### src/timer_pkg.sv
package timer_pkg;

    // APB address width and data width
    localparam int unsigned ADDR_W          = 12;
    localparam int unsigned DATA_W          = 32;

    // Register indices; byte address is four times the index
    localparam logic [7:0]  IDX_CTRL        = 8'h88;
    localparam logic [7:0]  IDX_MODE        = 8'h89;
    localparam logic [7:0]  IDX_LOW_ZERO    = 8'h8A;
    localparam logic [7:0]  IDX_LOW_ONE     = 8'h8B;
    localparam logic [7:0]  IDX_HIGH_ZERO   = 8'h8C;
    localparam logic [7:0]  IDX_HIGH_ONE    = 8'h8D;

    localparam logic [ADDR_W-1:0] ADDR_CTRL      = {2'h0, IDX_CTRL, 2'h0};
    localparam logic [ADDR_W-1:0] ADDR_MODE      = {2'h0, IDX_MODE, 2'h0};
    localparam logic [ADDR_W-1:0] ADDR_LOW_ZERO  = {2'h0, IDX_LOW_ZERO, 2'h0};
    localparam logic [ADDR_W-1:0] ADDR_LOW_ONE   = {2'h0, IDX_LOW_ONE, 2'h0};
    localparam logic [ADDR_W-1:0] ADDR_HIGH_ZERO = {2'h0, IDX_HIGH_ZERO, 2'h0};
    localparam logic [ADDR_W-1:0] ADDR_HIGH_ONE  = {2'h0, IDX_HIGH_ONE, 2'h0};

    // Mode register nibble positions
    localparam int unsigned MODE_ONE_LSB    = 4;
    localparam int unsigned MODE_ZERO_LSB   = 0;

    // Control register bit positions
    localparam int unsigned CB_OVF_ONE      = 7;
    localparam int unsigned CB_RUN_ONE      = 6;
    localparam int unsigned CB_OVF_ZERO     = 5;
    localparam int unsigned CB_RUN_ZERO     = 4;
    localparam int unsigned CB_EDGE_ONE     = 3;
    localparam int unsigned CB_TYPE_ONE     = 2;
    localparam int unsigned CB_EDGE_ZERO    = 1;
    localparam int unsigned CB_TYPE_ZERO    = 0;

    // Mode encodings
    localparam logic [1:0]  MODE_13BIT      = 2'h0;
    localparam logic [1:0]  MODE_16BIT      = 2'h1;
    localparam logic [1:0]  MODE_RELOAD     = 2'h2;
    localparam logic [1:0]  MODE_SPLIT      = 2'h3;

    // Machine cycle: twelve clock periods, pclk taken as the oscillator
    localparam int unsigned MC_PERIODS      = 12;
    localparam logic [3:0]  PH_SAMPLE       = 4'h9;
    localparam logic [3:0]  PH_TICK         = 4'(MC_PERIODS - 1);

    // Reset values
    localparam logic [7:0]  MODE_RST        = 8'h00;
    localparam logic [7:0]  CTRL_RST        = 8'h00;
    localparam logic [7:0]  COUNT_RST       = 8'h00;

    typedef struct packed {
        logic       gate;
        logic       sel;
        logic [1:0] mode;
    } mode_nib_s;

    typedef struct packed {
        logic [7:0] hi;
        logic [7:0] lo;
        logic       ovf;
    } count_s;

endpackage : timer_pkg

### src/dual_timer_counter_block.sv
// Summary of operation
// Mode register: timer one in bits 7..4, timer zero in bits 3..0.
// Gate enable set: counting also needs the timer's interrupt pin high.
// Select 1 counts count-pin events, select 0 counts machine cycles.
// Mode bits: 00 13-bit, 01 16-bit, 10 8-bit reload, 11 split.
// Count only when run is 1 and gate is 0 or pin high.
// Timer operation increments once per twelve-clock machine cycle.
// Rolling over to zero sets that timer's overflow flag.
// Control bits: ovf1, run1, ovf0, run0, edge1, type1, edge0, type0.
// Edge flags set by pin edges, cleared when interrupt is processed.
// Count pins sampled at T10; high then low gives one count.
// Count inputs must not toggle faster than one 24th of clock.
// Mode 0: 8-bit high byte behind 5-bit low-byte prescaler.
// Mode 1: full 16-bit counter, no prescaler.
// Mode 2: low byte counts, reloads from high byte on overflow.
// Timer one in mode 3 holds its value as if stopped.
// Timer zero mode 3: low byte is 8-bit counter with timer zero controls.
// Timer zero mode 3: high byte counts cycles, uses run1 and ovf1.
// Timer one overflow pulses go out as baud clock.
// Trigger type 1 selects falling edge, 0 low level; writable.
// All four count bytes readable and writable, write takes effect at once.
`timescale 1ns/1ps
module dual_timer_counter_block (
    input  wire logic                           pclk,
    input  wire logic                           presetn,
    input  wire logic                           psel,
    input  wire logic                           penable,
    input  wire logic                           pwrite,
    input  wire logic [timer_pkg::ADDR_W-1:0]   paddr,
    input  wire logic [timer_pkg::DATA_W-1:0]   pwdata,
    output logic      [timer_pkg::DATA_W-1:0]   prdata,
    output logic                                pready,
    output logic                                pslverr,
    input  wire logic                           ext_irq_pin_zero,
    input  wire logic                           ext_irq_pin_one,
    input  wire logic                           count_pin_zero,
    input  wire logic                           count_pin_one,
    input  wire logic                           ack_ovf_zero,
    input  wire logic                           ack_ovf_one,
    input  wire logic                           ack_edge_zero,
    input  wire logic                           ack_edge_one,
    output logic      [7:0]                     timer_flags,
    output logic                                baud_tick_one
);
    import timer_pkg::*;

    logic [7:0]  timer_mode_reg;
    logic [7:0]  timer_ctrl_reg;
    logic [7:0]  ctrl_next;
    logic [7:0]  low_count_byte_zero;
    logic [7:0]  high_count_byte_zero;
    logic [7:0]  low_count_byte_one;
    logic [7:0]  high_count_byte_one;
    logic [3:0]  phase_reg;
    logic [3:0]  pins_s;
    logic [1:0]  irq_prev_reg;
    logic [1:0]  cnt_samp_reg;
    logic [1:0]  cnt_prev_reg;
    logic [DATA_W-1:0] rdata_next;
    logic        rerr_next;
    mode_nib_s   nib_zero;
    mode_nib_s   nib_one;
    count_s      cnt_zero;
    count_s      cnt_one;
    logic [1:0]  sync_fill_reg;
    logic        tick, acc, wr;
    logic        wr_ctrl, wr_mode, wr_low0, wr_low1, wr_high0, wr_high1;
    logic        split_zero, run_zero, run_one;
    logic        inc_zero, inc_one, inc_high0, ovf_high0;
    logic        ovf_zero_set, ovf_one_set;
    logic [1:0]  irq_fall, irq_low, edge_set, cnt_event;

    // Next count value for one timer in the given mode
    function automatic count_s next_count(input logic [1:0] mode,
                                          input logic [7:0] hi,
                                          input logic [7:0] lo,
                                          input logic       inc);
        count_s      r;
        logic [12:0] v13;
        logic [15:0] v16;
        r.hi  = hi;
        r.lo  = lo;
        r.ovf = 1'b0;
        v13   = {hi, lo[4:0]};
        v16   = {hi, lo};
        if (inc) begin
            case (mode)
                MODE_13BIT: begin
                    r.ovf = &v13;
                    v13   = 13'(v13 + 13'h1);
                    r.hi  = v13[12:5];
                    r.lo  = {lo[7:5], v13[4:0]};
                end
                MODE_16BIT: begin
                    r.ovf = &v16;
                    v16   = 16'(v16 + 16'h1);
                    r.hi  = v16[15:8];
                    r.lo  = v16[7:0];
                end
                MODE_RELOAD: begin
                    r.ovf = &lo;
                    r.lo  = (&lo) ? hi : 8'(lo + 8'h1);
                end
                default: begin
                    r.ovf = &lo;
                    r.lo  = 8'(lo + 8'h1);
                end
            endcase
        end
        return r;
    endfunction : next_count

    pin_sync #(
        .WIDTH (4)
    ) u_pin_sync (
        .clk   (pclk),
        .rst_n (presetn),
        .din   ({count_pin_one, count_pin_zero, ext_irq_pin_one, ext_irq_pin_zero}),
        .dout  (pins_s)
    );

    // APB decode; writes land in the second access cycle
    assign acc      = psel & penable & pready;
    assign wr       = acc & pwrite;
    assign wr_ctrl  = wr && (paddr == ADDR_CTRL);
    assign wr_mode  = wr && (paddr == ADDR_MODE);
    assign wr_low0  = wr && (paddr == ADDR_LOW_ZERO);
    assign wr_low1  = wr && (paddr == ADDR_LOW_ONE);
    assign wr_high0 = wr && (paddr == ADDR_HIGH_ZERO);
    assign wr_high1 = wr && (paddr == ADDR_HIGH_ONE);

    always_comb begin
        rerr_next  = 1'b0;
        rdata_next = '0;
        case (paddr)
            ADDR_CTRL:      rdata_next[7:0] = timer_ctrl_reg;
            ADDR_MODE:      rdata_next[7:0] = timer_mode_reg;
            ADDR_LOW_ZERO:  rdata_next[7:0] = low_count_byte_zero;
            ADDR_LOW_ONE:   rdata_next[7:0] = low_count_byte_one;
            ADDR_HIGH_ZERO: rdata_next[7:0] = high_count_byte_zero;
            ADDR_HIGH_ONE:  rdata_next[7:0] = high_count_byte_one;
            default:        rerr_next       = 1'b1;
        endcase
    end

    // One wait state keeps prdata and pready straight from flops
    always_ff @(posedge pclk or negedge presetn) begin
        if (!presetn) begin
            pready  <= 1'b0;
            prdata  <= '0;
            pslverr <= 1'b0;
        end else begin
            pready  <= psel & penable & ~pready;
            if (psel && penable && !pready) begin
                prdata  <= pwrite ? '0 : rdata_next;
                pslverr <= rerr_next;
            end else begin
                pslverr <= 1'b0;
            end
        end
    end

    always_ff @(posedge pclk or negedge presetn) begin
        if (!presetn) begin
            timer_mode_reg <= MODE_RST;
        end else if (wr_mode) begin
            timer_mode_reg <= pwdata[7:0];
        end
    end

    assign nib_one  = timer_mode_reg[MODE_ONE_LSB +: 4];
    assign nib_zero = timer_mode_reg[MODE_ZERO_LSB +: 4];

    // Machine cycle phase, 0..11
    always_ff @(posedge pclk or negedge presetn) begin
        if (!presetn) begin
            phase_reg <= 4'h0;
        end else begin
            phase_reg <= (phase_reg == PH_TICK) ? 4'h0 : 4'(phase_reg + 4'h1);
        end
    end

    assign tick = (phase_reg == PH_TICK);

    // Count pins: one sample per machine cycle, so pins faster than clk/24 alias
    always_ff @(posedge pclk or negedge presetn) begin
        if (!presetn) begin
            cnt_samp_reg <= 2'h0;
            cnt_prev_reg <= 2'h0;
        end else if (phase_reg == PH_SAMPLE) begin
            cnt_samp_reg <= pins_s[3:2];
            cnt_prev_reg <= cnt_samp_reg;
        end
    end

    assign cnt_event = cnt_prev_reg & ~cnt_samp_reg;

    // Run qualification per timer
    assign run_zero   = timer_ctrl_reg[CB_RUN_ZERO] & (~nib_zero.gate | pins_s[0]);
    assign run_one    = timer_ctrl_reg[CB_RUN_ONE] & (~nib_one.gate | pins_s[1]);
    assign split_zero = (nib_zero.mode == MODE_SPLIT);

    assign inc_zero  = tick & run_zero & (nib_zero.sel ? cnt_event[0] : 1'b1);
    assign inc_one   = tick & run_one & (nib_one.sel ? cnt_event[1] : 1'b1)
                       & (nib_one.mode != MODE_SPLIT);
    assign inc_high0 = tick & split_zero & timer_ctrl_reg[CB_RUN_ONE];
    assign ovf_high0 = inc_high0 & (&high_count_byte_zero);

    assign cnt_zero = next_count(nib_zero.mode, high_count_byte_zero,
                                 low_count_byte_zero, inc_zero);
    assign cnt_one  = next_count(nib_one.mode, high_count_byte_one,
                                 low_count_byte_one, inc_one);

    assign ovf_zero_set = cnt_zero.ovf;
    assign ovf_one_set  = split_zero ? ovf_high0 : cnt_one.ovf;

    // Software write replaces the count at once, ahead of counting
    always_ff @(posedge pclk or negedge presetn) begin
        if (!presetn) begin
            low_count_byte_zero  <= COUNT_RST;
            high_count_byte_zero <= COUNT_RST;
        end else begin
            low_count_byte_zero  <= wr_low0 ? pwdata[7:0] : cnt_zero.lo;
            if (wr_high0) begin
                high_count_byte_zero <= pwdata[7:0];
            end else if (split_zero) begin
                high_count_byte_zero <= 8'(high_count_byte_zero + {7'h0, inc_high0});
            end else begin
                high_count_byte_zero <= cnt_zero.hi;
            end
        end
    end

    always_ff @(posedge pclk or negedge presetn) begin
        if (!presetn) begin
            low_count_byte_one  <= COUNT_RST;
            high_count_byte_one <= COUNT_RST;
        end else begin
            low_count_byte_one  <= wr_low1 ? pwdata[7:0] : cnt_one.lo;
            high_count_byte_one <= wr_high1 ? pwdata[7:0] : cnt_one.hi;
        end
    end

    // Serial port baud source; exists even while the flag is lent out
    always_ff @(posedge pclk or negedge presetn) begin
        if (!presetn) begin
            baud_tick_one <= 1'b0;
        end else begin
            baud_tick_one <= cnt_one.ovf;
        end
    end

    // Pins idle high but the sync resets low: no flags until it has filled
    always_ff @(posedge pclk or negedge presetn) begin
        if (!presetn) begin
            irq_prev_reg  <= 2'h3;
            sync_fill_reg <= 2'h0;
        end else begin
            irq_prev_reg  <= pins_s[1:0];
            sync_fill_reg <= {sync_fill_reg[0], 1'b1};
        end
    end

    assign irq_low     = ~pins_s[1:0] & {2{sync_fill_reg[1]}};
    assign irq_fall    = irq_prev_reg & irq_low;
    assign edge_set[0] = timer_ctrl_reg[CB_TYPE_ZERO] ? irq_fall[0] : irq_low[0];
    assign edge_set[1] = timer_ctrl_reg[CB_TYPE_ONE] ? irq_fall[1] : irq_low[1];

    // Acks clear, software write next, hardware set wins over both
    always_comb begin
        ctrl_next = timer_ctrl_reg;
        if (ack_ovf_zero) ctrl_next[CB_OVF_ZERO] = 1'b0;
        if (ack_ovf_one) ctrl_next[CB_OVF_ONE] = 1'b0;
        if (ack_edge_zero) ctrl_next[CB_EDGE_ZERO] = 1'b0;
        if (ack_edge_one) ctrl_next[CB_EDGE_ONE] = 1'b0;
        if (wr_ctrl) ctrl_next = pwdata[7:0];
        if (ovf_zero_set) ctrl_next[CB_OVF_ZERO] = 1'b1;
        if (ovf_one_set) ctrl_next[CB_OVF_ONE] = 1'b1;
        if (edge_set[0]) ctrl_next[CB_EDGE_ZERO] = 1'b1;
        if (edge_set[1]) ctrl_next[CB_EDGE_ONE] = 1'b1;
    end

    always_ff @(posedge pclk or negedge presetn) begin
        if (!presetn) begin
            timer_ctrl_reg <= CTRL_RST;
            timer_flags    <= CTRL_RST;
        end else begin
            timer_ctrl_reg <= ctrl_next;
            timer_flags    <= ctrl_next;
        end
    end
endmodule : dual_timer_counter_block

### src/pin_sync.sv
`timescale 1ns/1ps
module pin_sync #(
    parameter int unsigned WIDTH = 4
) (
    input  wire logic             clk,
    input  wire logic             rst_n,
    input  wire logic [WIDTH-1:0] din,
    output logic      [WIDTH-1:0] dout
);
    logic [WIDTH-1:0] meta_reg;

    // Only the second stage is visible outside
    always_ff @(posedge clk or negedge rst_n) begin
        if (!rst_n) begin
            meta_reg <= '0;
            dout     <= '0;
        end else begin
            meta_reg <= din;
            dout     <= meta_reg;
        end
    end
endmodule : pin_sync

### config.mk
export PLATFORM = sky130hd
export DESIGN_NAME = dual_timer_counter_block
export DESIGN_NICKNAME = d
export VERILOG_FILES = /design/src/timer_pkg.sv /design/src/dual_timer_counter_block.sv /design/src/pin_sync.sv
export SDC_FILE = /design/constraint.sdc
export NUM_CORES = 1
export LEC_CHECK = 0
export BUFFER_PORTS_ARGS = -buffer_cell sky130_fd_sc_hd__buf_4
export CAP_MARGIN = 20
export CELL_PAD_IN_SITES_DETAIL_PLACEMENT = 1
export CELL_PAD_IN_SITES_GLOBAL_PLACEMENT = 1
export CORE_MARGIN = 5
export CORE_UTILIZATION = 47
export CTS_BUF_LIST = sky130_fd_sc_hd__clkbuf_4
export CTS_CLUSTER_DIAMETER = 150
export DETAILED_ROUTE_END_ITERATION = 8
export GPL_TIMING_DRIVEN = 0
export PLACE_DENSITY_LB_ADDON = 0.08
export SLEW_MARGIN = 10
export SYNTH_ARGS = -nofsm -noshare
export SYNTH_HDL_FRONTEND = slang
export SYNTH_SLANG_ARGS = --single-unit
### constraint.sdc
create_clock -name pclk -period 4.3 [get_ports pclk]
set_input_delay 0.43 -clock pclk [delete_from_list [all_inputs] [get_ports pclk]]
set_output_delay 0.43 -clock pclk [all_outputs]
set_load 0.05 [all_outputs]
# --- Word level (Yosys, flattened, before mapping) ---
# Index checks and enable logic that the tools add are counted.
word_totals:
  memories: 0
  register_bits: 103
  in_bits: 57
  mem_bits_rw: 0
  mem_bits_ro: 0
  latch_bits: 0
op_classes:
  mul: 0
  eq_ne: 16
  n_mux: 32
  shifts: 0
  n_reduce_logical: 33
  n_bitwise: 24
  n_lt_le_gt_ge: 0
  div: 0
  n_addsub: 8
ops:
  columns: ["op", "n"]
  rows:
  - ["$eq 12x10->1 const B", 6]
  - ["$mux 8", 9]
  - ["$pmux 9 s3", 2]
  - ["$pmux 8 s6", 1]
  - ["$mux 17", 2]
  - ["$add 16x1->16 const B", 2]
  - ["$pmux 8 s2", 2]
  - ["$reduce_and 16->1", 2]
  - ["$add 13x1->13 const B", 2]
  - ["$reduce_and 13->1", 2]
  - ["$reduce_and 8->1", 3]
  - ["$reduce_bool 3->1", 6]
  - ["$add 8x1->8 const B", 2]
  - ["$mux 1", 15]
  - ["$and 1x1->1", 14]
  - ["$add 8x1->8", 1]
  - ["$eq 4x4->1 const B", 2]
  - ["$logic_and 1x1->1", 8]
  - ["$reduce_and 2->1", 4]
  - ["$and 2x2->2", 3]
  - ["$eq 2x2->1 const B", 3]
  - ["$ne 2x2->1 const B", 3]
  - ["$reduce_bool 2->1", 3]
  - ["$reduce_or 6->1", 1]
  - ["9 further kinds", 15]

# --- Logic depth before layout (Yosys ltp) ---
# Gate-level depths: netlist of the first run.
depth:
  word_depth: 9
  ltp_mapped: 11

# --- Modules after synthesis ---
# Synthesis of the first run repeated with hierarchy kept, for this count alone.
hier_totals:
  hier_cells: 563
  area_unflattened_um2: 5091.1
by_module_without_submodules:
  columns: ["module", "instances", "seq_area_each_um2", "cells_each", "area_per_inst_um2"]
  rows:
  - ["dual_timer_counter_block", 1, 1779.2, 555, 4890.9]
  - ["pin_sync", 1, 200.2, 8, 200.2]

# --- Worst setup path before layout of the first run ---
# OpenSTA, ideal clock, no wires.
synth_timing:
  path_type: "flip-flop to flip-flop"
  startpoint: "register timer_ctrl_reg[6]"
  endpoint: "register high_count_byte_zero[6]"
  setup_ps: 83
  path_buffers: 0
  t_required_ps: 4217
  arrival_time_ps: 2192
  slack_ps: 2025
  path_stages_with_launch: 10
  cell_sequence: "dfrtp_1 nand4b_4 nor2_1 ha_1 ha_1 nand3_1 or3_1 a31oi_1 a211oi_1 o21ai_0"
synth_between:
  elab_chain_cells: 4
synth_rtl:
  columns: ["element", "line_no", "text"]
  rows:
  - ["from (decl)", "dual_timer_counter_block.sv:48", "logic [7:0] timer_ctrl_reg;"]
  - ["from (signal assigned)", "dual_timer_counter_block.sv:288", "timer_ctrl_reg <= ctrl_next;"]
  - ["$and 1x1->1", "dual_timer_counter_block.sv:206", "assign inc_high0 = tick & split_zero & timer_ctrl_reg[CB_RUN_ONE];"]
  - ["$add 8x1->8", "dual_timer_counter_block.sv:227", "high_count_byte_zero <= 8'(high_count_byte_zero + {7'h0, inc_high0});"]
  - ["$mux 8", "dual_timer_counter_block.sv:226", "end else if (split_zero) begin"]
  - ["$mux 8", "dual_timer_counter_block.sv:224", "if (wr_high0) begin"]
  - ["to (signal assigned)", "dual_timer_counter_block.sv:225", "high_count_byte_zero <= pwdata[7:0];"]
  - ["to (signal assigned)", "dual_timer_counter_block.sv:227", null]
  - ["to (signal assigned)", "dual_timer_counter_block.sv:229", "high_count_byte_zero <= cnt_zero.hi;"]
  - ["to (decl)", "dual_timer_counter_block.sv:51", "logic [7:0] high_count_byte_zero;"]
# No other way between the ends.
# A chain may end at the register's enable or synchronous reset.

# --- Final worst setup path of the first run ---
layout_timing:
  startpoint: "register timer_mode_reg[1]"
  endpoint: "register high_count_byte_zero[6]"
layout_between:
  elab_chain_cells: 6
  word_cells_on_any_way: 13
layout_rtl:
  columns: ["element", "line_no", "text"]
  rows:
  - ["from (decl)", "dual_timer_counter_block.sv:47", "logic [7:0] timer_mode_reg;"]
  - ["from (signal assigned)", "dual_timer_counter_block.sv:167", "timer_mode_reg <= pwdata[7:0];"]
  - ["$eq 2x2->1", "dual_timer_counter_block.sv:201", "assign split_zero = (nib_zero.mode == MODE_SPLIT);"]
  - ["$and 1x1->1 (2 in series)", "dual_timer_counter_block.sv:206", null]
  - ["$add 8x1->8", "dual_timer_counter_block.sv:227", null]
  - ["$mux 8", "dual_timer_counter_block.sv:226", null]
  - ["$mux 8", "dual_timer_counter_block.sv:224", null]
# Several ways; a longest one is shown, not always the timed one. The select of a mux whose other input is x is not followed.

==> flow_summary.json, run 1 <==
{
  "drt-pass1-iter-count": 7,
  "post-route-util_pct": 55.90,
  "yosys_register_bits": 79,
  "place_congestion": 0.9378,
  "met1_usage_pct": 36.81,
  "timing.rr.end": "high_count_byte_zero[6]$_DFFE_PN0P_",
  "use_met3_pct": 7.047,
  "wl_per_cell_um": 22.07,
  "crit_fanout": 10,
  "vias": 5096,
  "status": "complete, no violations",
  "async_flop_share_pct": 100.0,
  "final_cells": 816,
  "max_stage_delay_ps": 410,
  "die_y_um": 116.2,
  "cp.required_ps": 4680,
  "grt_usage_pct": 27.66,
  "synth_top_area_cell": "dfrtp_1",
  "use_met2_pct": 43.84,
  "hp-start": "count_pin_one",
  "viasPerCell": 6.245,
  "cts.sinks": 79,
  "yosys-top-cells-area": "dfrtp_1, nand2_1, mux2i_1, mux2_2, buf_4",
  "grt_overflow_total": 0,
  "setup_violations": 0,
  "grt_max_degree": 80,
  "antenna_cells": 0,
  "total_power_mw": 1.518,
  "grt_pass1_wl_um": 28490,
  "port_buffers": 50,
  "p_leak_nw": 2.669,
  "start_util_pct": 48.43,
  "post_cts_buffers": 0,
  "clk_pin_slew_ps": 160,
  "synth.most_common_cell": "dfrtp_1",
  "cts_tree": "done",
  "final_cell_area_um2": 6113,
  "crit_arrival_ps": 3430,
  "cp_top_family": "simple AND/OR/NAND/NOR gates",
  "end_kind": "register",
  "synth_cells": 585,
  "syn_area_um2": 5296,
  "cp_slowest_cell": "dfrtp_1",
  "syn2layout_area_growth_pct": 15.43,
  "reg2reg_depth": 11,
  "cts_buffer_depth": 2,
  "io_pins": 100,
  "min_period_ps": 3041,
  "post-route-period-util_pct": 70.72,
  "worstSkewPairLatency_ps": 460,
  "worst_setup_path_start_kind": "register",
  "power_density_nw_per_um2": 248.3,
  "seq_area_frac_synth_pct": 37.37,
  "ctsHtreeMaxLevel": 3,
  "cts_buffers": 9,
  "maxCapViolations": 0,
  "drive_gt1_share_pct": 21.01,
  "dp.cells": 798,
  "max-vdd-ir-drop_uv": 201.0,
  "hold_depth": 1,
  "syn_avg_cell_area_um2": 9.054,
  "die_w_um": 116.2,
  "drc": 0,
  "crit_chain": "clkbuf_1, nand2_1, clkbuf_1, nor2_1, ha_1, ha_1, nand3_1, or3_1, a31oi_1, a211oi_1, o21ai_0",
  "cts-root-buf": "clkbuf_4",
  "core_um2": 10940,
  "dieArea_um2": 13490,
  "fmax_mhz": 328.8,
  "ant_nets": 0,
  "fillers": 1318,
  "hold_path_class": "in2reg",
  "clock_skew_ps": 26.42,
  "drt-initial-drc-count": 530,
  "grt_pass1_vias": 5251,
  "rsz0062_at_grt": "no",
  "nets": 734,
  "dp_hpwl_um": 13350,
  "crit_type": "reg2reg",
  "yosysWarnings": 0,
  "whs_endpoint": "u_pin_sync.meta_reg[3]$_DFF_PN0_",
  "wl_um": 18010,
  "busiest_layer": "met2",
  "finalHoldViolations": 0,
  "synth_edf_count": 0,
  "rows": 38,
  "worstMarginPinSlew_ps": 846.0,
  "slew_headroom_pct": 43.17,
  "synth.top_cells.by_count": "dfrtp_1, nand2_1, o21ai_0, nor2_1, buf_4",
  "antenna_found_initial": 0,
  "r2r_start": "timer_mode_reg[1]$_DFFE_PN0P_",
  "setup-tns-final_ps": 0,
  "critPathBufInv": 2,
  "yosys.area.top_type_share_pct": 36.38,
  "synth_cell_types": 75,
  "ys.flop_type": "dfrtp_1",
  "r2r_slack_ps": 1260,
  "slew_violations": 0,
  "dpl_cell_area_um2": 5933
}
==> per-stage QoR <==
step	setup WS (ps)	hold slack (ps)
4_1_cts	1328	36.79
6_report	1259	57.93
3_3_place_gp	1461	332.9
2_1_floorplan	2025	134.4
3_5_place_dp	1410	344.0
5_1_grt	1091	13.76
==> repair_timing <==
action,CTS,global route
endpoints found under the hold margin,0,24
gates resized for setup,0,0
hold buffers,0,1
==> cell usage in the layout (no fill, tap or decap), types with 8 or more instances in the layout <==
cell,count
nor2_1,34
and4_1,8
inv_1,15
buf_4,75
o21ai_0,37
clkbuf_4,9
a211oi_1,10
mux2_2,18
a21oi_1,22
nand4_1,17
xnor2_1,12
or3_1,12
dfrtp_1,77
conb_1,25
nand2_1,69
mux2i_1,22
clkbuf_1,24
nand2b_1,8
o31ai_1,8
buf_2,12
nor3_1,8
nand3_1,19
==> where the power goes <==
part	internal (mW)	total [mW]	switching, mW
sequential	0.766	0.787	0.0209
clock	0.139	0.469	0.331
combinational	0.0894	0.262	0.172
==> routing by layer <==
metal | routed length (um) | share of wire, %
met4 | 586 | 3.3
met1 | 7627 | 42
met2 | 8233 | 46
met5 | 0 | 0
met3 | 1560 | 8.7
==> cell families after synthesis <==
| family | synth area share, % |
|---|---|
| xor gates and xnor gates | 2.481 |
| other | 0.1418 |
| muxes | 9.260 |
| adders and majority gates | 1.417 |
| and+or+nand+nor | 22.47 |
| DFF | 37.37 |
| buffers and inverters | 7.512 |
| AOI/OAI and AO/OA | 19.35 |
==> worst max-delay path by stage <==
stage	from	to	slack, ps	cells after the start
after detailed placement	timer_mode_reg[0]$_DFFE_PN0P_	high_count_byte_zero[6]$_DFFE_PN0P_	1410	11
after global placement	timer_mode_reg[0]$_DFFE_PN0P_	high_count_byte_zero[6]$_DFFE_PN0P_	1460	11
final	timer_mode_reg[1]$_DFFE_PN0P_	high_count_byte_zero[6]$_DFFE_PN0P_	1260	11
after CTS	timer_mode_reg[1]$_DFFE_PN0P_	high_count_byte_zero[6]$_DFFE_PN0P_	1330	11
after floorplan	timer_ctrl_reg[6]$_DFFE_PN0P_	high_count_byte_zero[6]$_DFFE_PN0P_	2020	9
after global routing	timer_mode_reg[1]$_DFFE_PN0P_	high_count_byte_zero[6]$_DFFE_PN0P_	1090	11
==> cell type report <==
| cell class | instances | area, um^2 | area share (%) |
|---|---|---|---|
| buffer | 62 | 341.6 | 5.587 |
| clock inverter | 7 | 75.07 | 1.228 |
| timing repair buffer | 52 | 412.9 | 6.754 |
| sequential | 79 | 1979 | 32.38 |
| inverter | 15 | 56.30 | 0.9210 |
| tap | 140 | 175.2 | 2.865 |
| clock buffer | 9 | 67.56 | 1.105 |
| multi-input combinational | 452 | 3005 | 49.16 |
Power figures use the tool's default switching activity.
==> run 2: changes to the inputs <==
--- a/config.mk
+++ b/config.mk
@@ -10,7 +10,7 @@
 export CELL_PAD_IN_SITES_DETAIL_PLACEMENT = 1
 export CELL_PAD_IN_SITES_GLOBAL_PLACEMENT = 1
 export CORE_MARGIN = 5
-export CORE_UTILIZATION = 47
+export CORE_UTILIZATION = 39
 export CTS_BUF_LIST = sky130_fd_sc_hd__clkbuf_4
 export CTS_CLUSTER_DIAMETER = 150
 export DETAILED_ROUTE_END_ITERATION = 8
==> constraint.sdc (replaced) <==
create_clock -name pclk -period 2.6 [get_ports pclk]
set_input_delay 0.26 -clock pclk [delete_from_list [all_inputs] [get_ports pclk]]
set_output_delay 0.26 -clock pclk [all_outputs]
set_load 0.05 [all_outputs]
==> flow_summary.json, run 2 (synthesized netlist as in run 1, its figures left out) <==
{
  "drc": 0,
  "crit_type": "reg2reg",
  "cp.required_ps": 3000,
  "final_cell_area_um2": 6248,
  "power_density_nw_per_um2": 399.9,
  "crit_chain": "clkbuf_4, nand2_1, clkbuf_4, nor2_4, ha_4, ha_2, nand3_1, or3_1, a31oi_2, a211oi_2, o21ai_0",
  "hold_depth": 2,
  "cts_buffers": 9,
  "p_seq_share_pct": 52.0,
  "final_cells": 857,
  "setup-tns-final_ps": 0,
  "worstMarginPinSlew_ps": 754.6,
  "clockPowerShare_pct": 30.4,
  "timing.rr.end": "high_count_byte_zero[6]$_DFFE_PN0P_",
  "total_power_mw": 2.499,
  "core_um2": 13300,
  "dpl_cell_area_um2": 5978,
  "finalHoldViolations": 0,
  "ctsHtreeMaxLevel": 3,
  "cts.sinks": 79,
  "fillers": 1589,
  "viasPerCell": 5.823,
  "crit_fanout": 10,
  "dp.cells": 834,
  "wl_um": 18040,
  "drt-pass1-iter-count": 5,
  "r2r_start": "timer_mode_reg[1]$_DFFE_PN0P_",
  "setup_violations": 0,
  "max-vdd-ir-drop_uv": 252.9,
  "r2r_slack_ps": 120,
  "dp_hpwl_um": 13400,
  "cp_slowest_cell": "dfrtp_1",
  "nets": 739,
  "drive_gt1_share_pct": 22.32,
  "maxCapViolations": 0,
  "power.switching_uw": 861.3,
  "syn2layout_area_growth_pct": 17.98,
  "cts-root-buf": "clkbuf_4",
  "grt_usage_pct": 22.73,
  "port_buffers": 50,
  "cp_top_family": "simple AND/OR/NAND/NOR gates",
  "status": "complete, no violations",
  "die_y_um": 126.5,
  "hp-start": "ack_edge_one",
  "drt-initial-drc-count": 354,
  "whs_endpoint": "timer_ctrl_reg[3]$_DFFE_PN0P_",
  "clock_skew_ps": 11.24,
  "vias": 4990,
  "cts_tree": "done",
  "clk_pin_slew_ps": 160,
  "crit_arrival_ps": 2880,
  "antenna_found_initial": 0,
  "antenna_cells": 0,
  "rsz0062_at_grt": "no",
  "max_stage_delay_ps": 420,
  "comb_power_share_pct": 17.6,
  "ant_nets": 0,
  "post-route-period-util_pct": 95.46,
  "worstSkewPairLatency_ps": 480,
  "final_cell_mix": "buf_4, dfrtp_1, nand2_1, o21ai_0, nor2_1",
  "io_pins": 100,
  "grt_max_degree": 80,
  "cts_buffer_depth": 2,
  "min_period_ps": 2482,
  "place_congestion": 0.8965,
  "worst_setup_path_start_kind": "register",
  "p_int_mw": 1.638,
  "reg2reg_depth": 11,
  "p_sw_share_pct": 34.47,
  "grt_pass1_wl_um": 28480,
  "p_leak_nw": 2.695,
  "critPathBufInv": 2,
  "hold_path_class": "in2reg",
  "cp_common_cell": "clkbuf_4",
  "dieArea_um2": 16010,
  "grt_pass1_vias": 4991,
  "slew_violations": 0,
  "grt_overflow_total": 0,
  "wl_per_cell_um": 21.05,
  "end_kind": "register",
  "die_w_um": 126.5,
  "rows": 42,
  "start_util_pct": 39.84,
  "fmax_mhz": 402.9,
  "slew_headroom_pct": 49.30
}
## run 2: cell count changes in the layout (fill, tap and decap cells not counted), moves of 2 or more
cell | previous run | this run
inv_8 | 3 | 1
clkbuf_1 | 24 | 20
clkbuf_4 | 9 | 11
dlygate4sd3_1 | 1 | 7
ha_2 | 0 | 2
ha_1 | 6 | 3
inv_6 | 1 | 4
## run 2: worst max path at each step
stage                                       start                                   to  slack, ps  cells past startpoint
floorplan           timer_ctrl_reg[6]$_DFFE_PN0P_  high_count_byte_zero[6]$_DFFE_PN0P_        320                      9
global placement    timer_mode_reg[0]$_DFFE_PN0P_  high_count_byte_zero[6]$_DFFE_PN0P_       -280                     11
detailed placement  timer_mode_reg[0]$_DFFE_PN0P_  high_count_byte_zero[6]$_DFFE_PN0P_       -390                     11
CTS                        phase_reg[0]$_DFF_PN0_  high_count_byte_zero[6]$_DFFE_PN0P_          4                     10
global route        timer_mode_reg[1]$_DFFE_PN0P_  high_count_byte_zero[6]$_DFFE_PN0P_         20                     11
finish              timer_mode_reg[1]$_DFFE_PN0P_  high_count_byte_zero[6]$_DFFE_PN0P_        120                     11
## run 2: power by group through the flow
stage	clock network (mW)	registers, mW	logic [mW]
4_1_cts	0.777	1.30	0.431
5_1_grt	0.836	1.30	0.474
2_1_floorplan	0	1.32	0.260
6_report	0.760	1.30	0.439
3_3_place_gp	0	1.32	0.413
3_5_place_dp	0	1.32	0.421
## run 2: per-stage QoR
step | hold slack, ps | utilization, % | setup slack, ps
2_1_floorplan | -35.59 | - | 325.0
3_3_place_gp | 332.4 | 44.97 | -283.9
3_5_place_dp | 336.5 | 44.97 | -391.1
4_1_cts | 9.214 | 46.55 | 3.939
5_1_grt | 42.19 | 47.00 | 15.49
6_report | 42.00 | 47.00 | 118.1
## run 2: cell type report
class                   count  area (um^2)  share of cell area, %
plain buffers              60        341.6                  5.467
multi-input cells         452         3042                  48.68
repair buffers             59        480.5                  7.689
flip-flops and latches     79         1981                  31.70
clock inverters             7        60.06                 0.9612
inverters                  15        56.30                 0.9011
well taps                 176        220.2                  3.524
clock buffers               9        67.56                  1.081
## run 2: per-layer routing
layer | vias to the layer above | GRT usage (%) | part of all wire [%]
met5 | - | 0 | 0
met4 | 0 | 6.435 | 2.0
met3 | 32 | 4.498 | 6.6
met2 | 174 | 35.74 | 45
met1 | 2477 | 31.95 | 46
li1 | 2307 | - | -
## run 2: repair_timing
item | CTS | global route
setup buffers | 0 | 1
hold buffers | 7 | 0
cloned | 0 | 0
hold endpoints to repair | 77 | 0
gates resized for setup | 8 | 5
endpoints found under the setup margin | 3 | 2
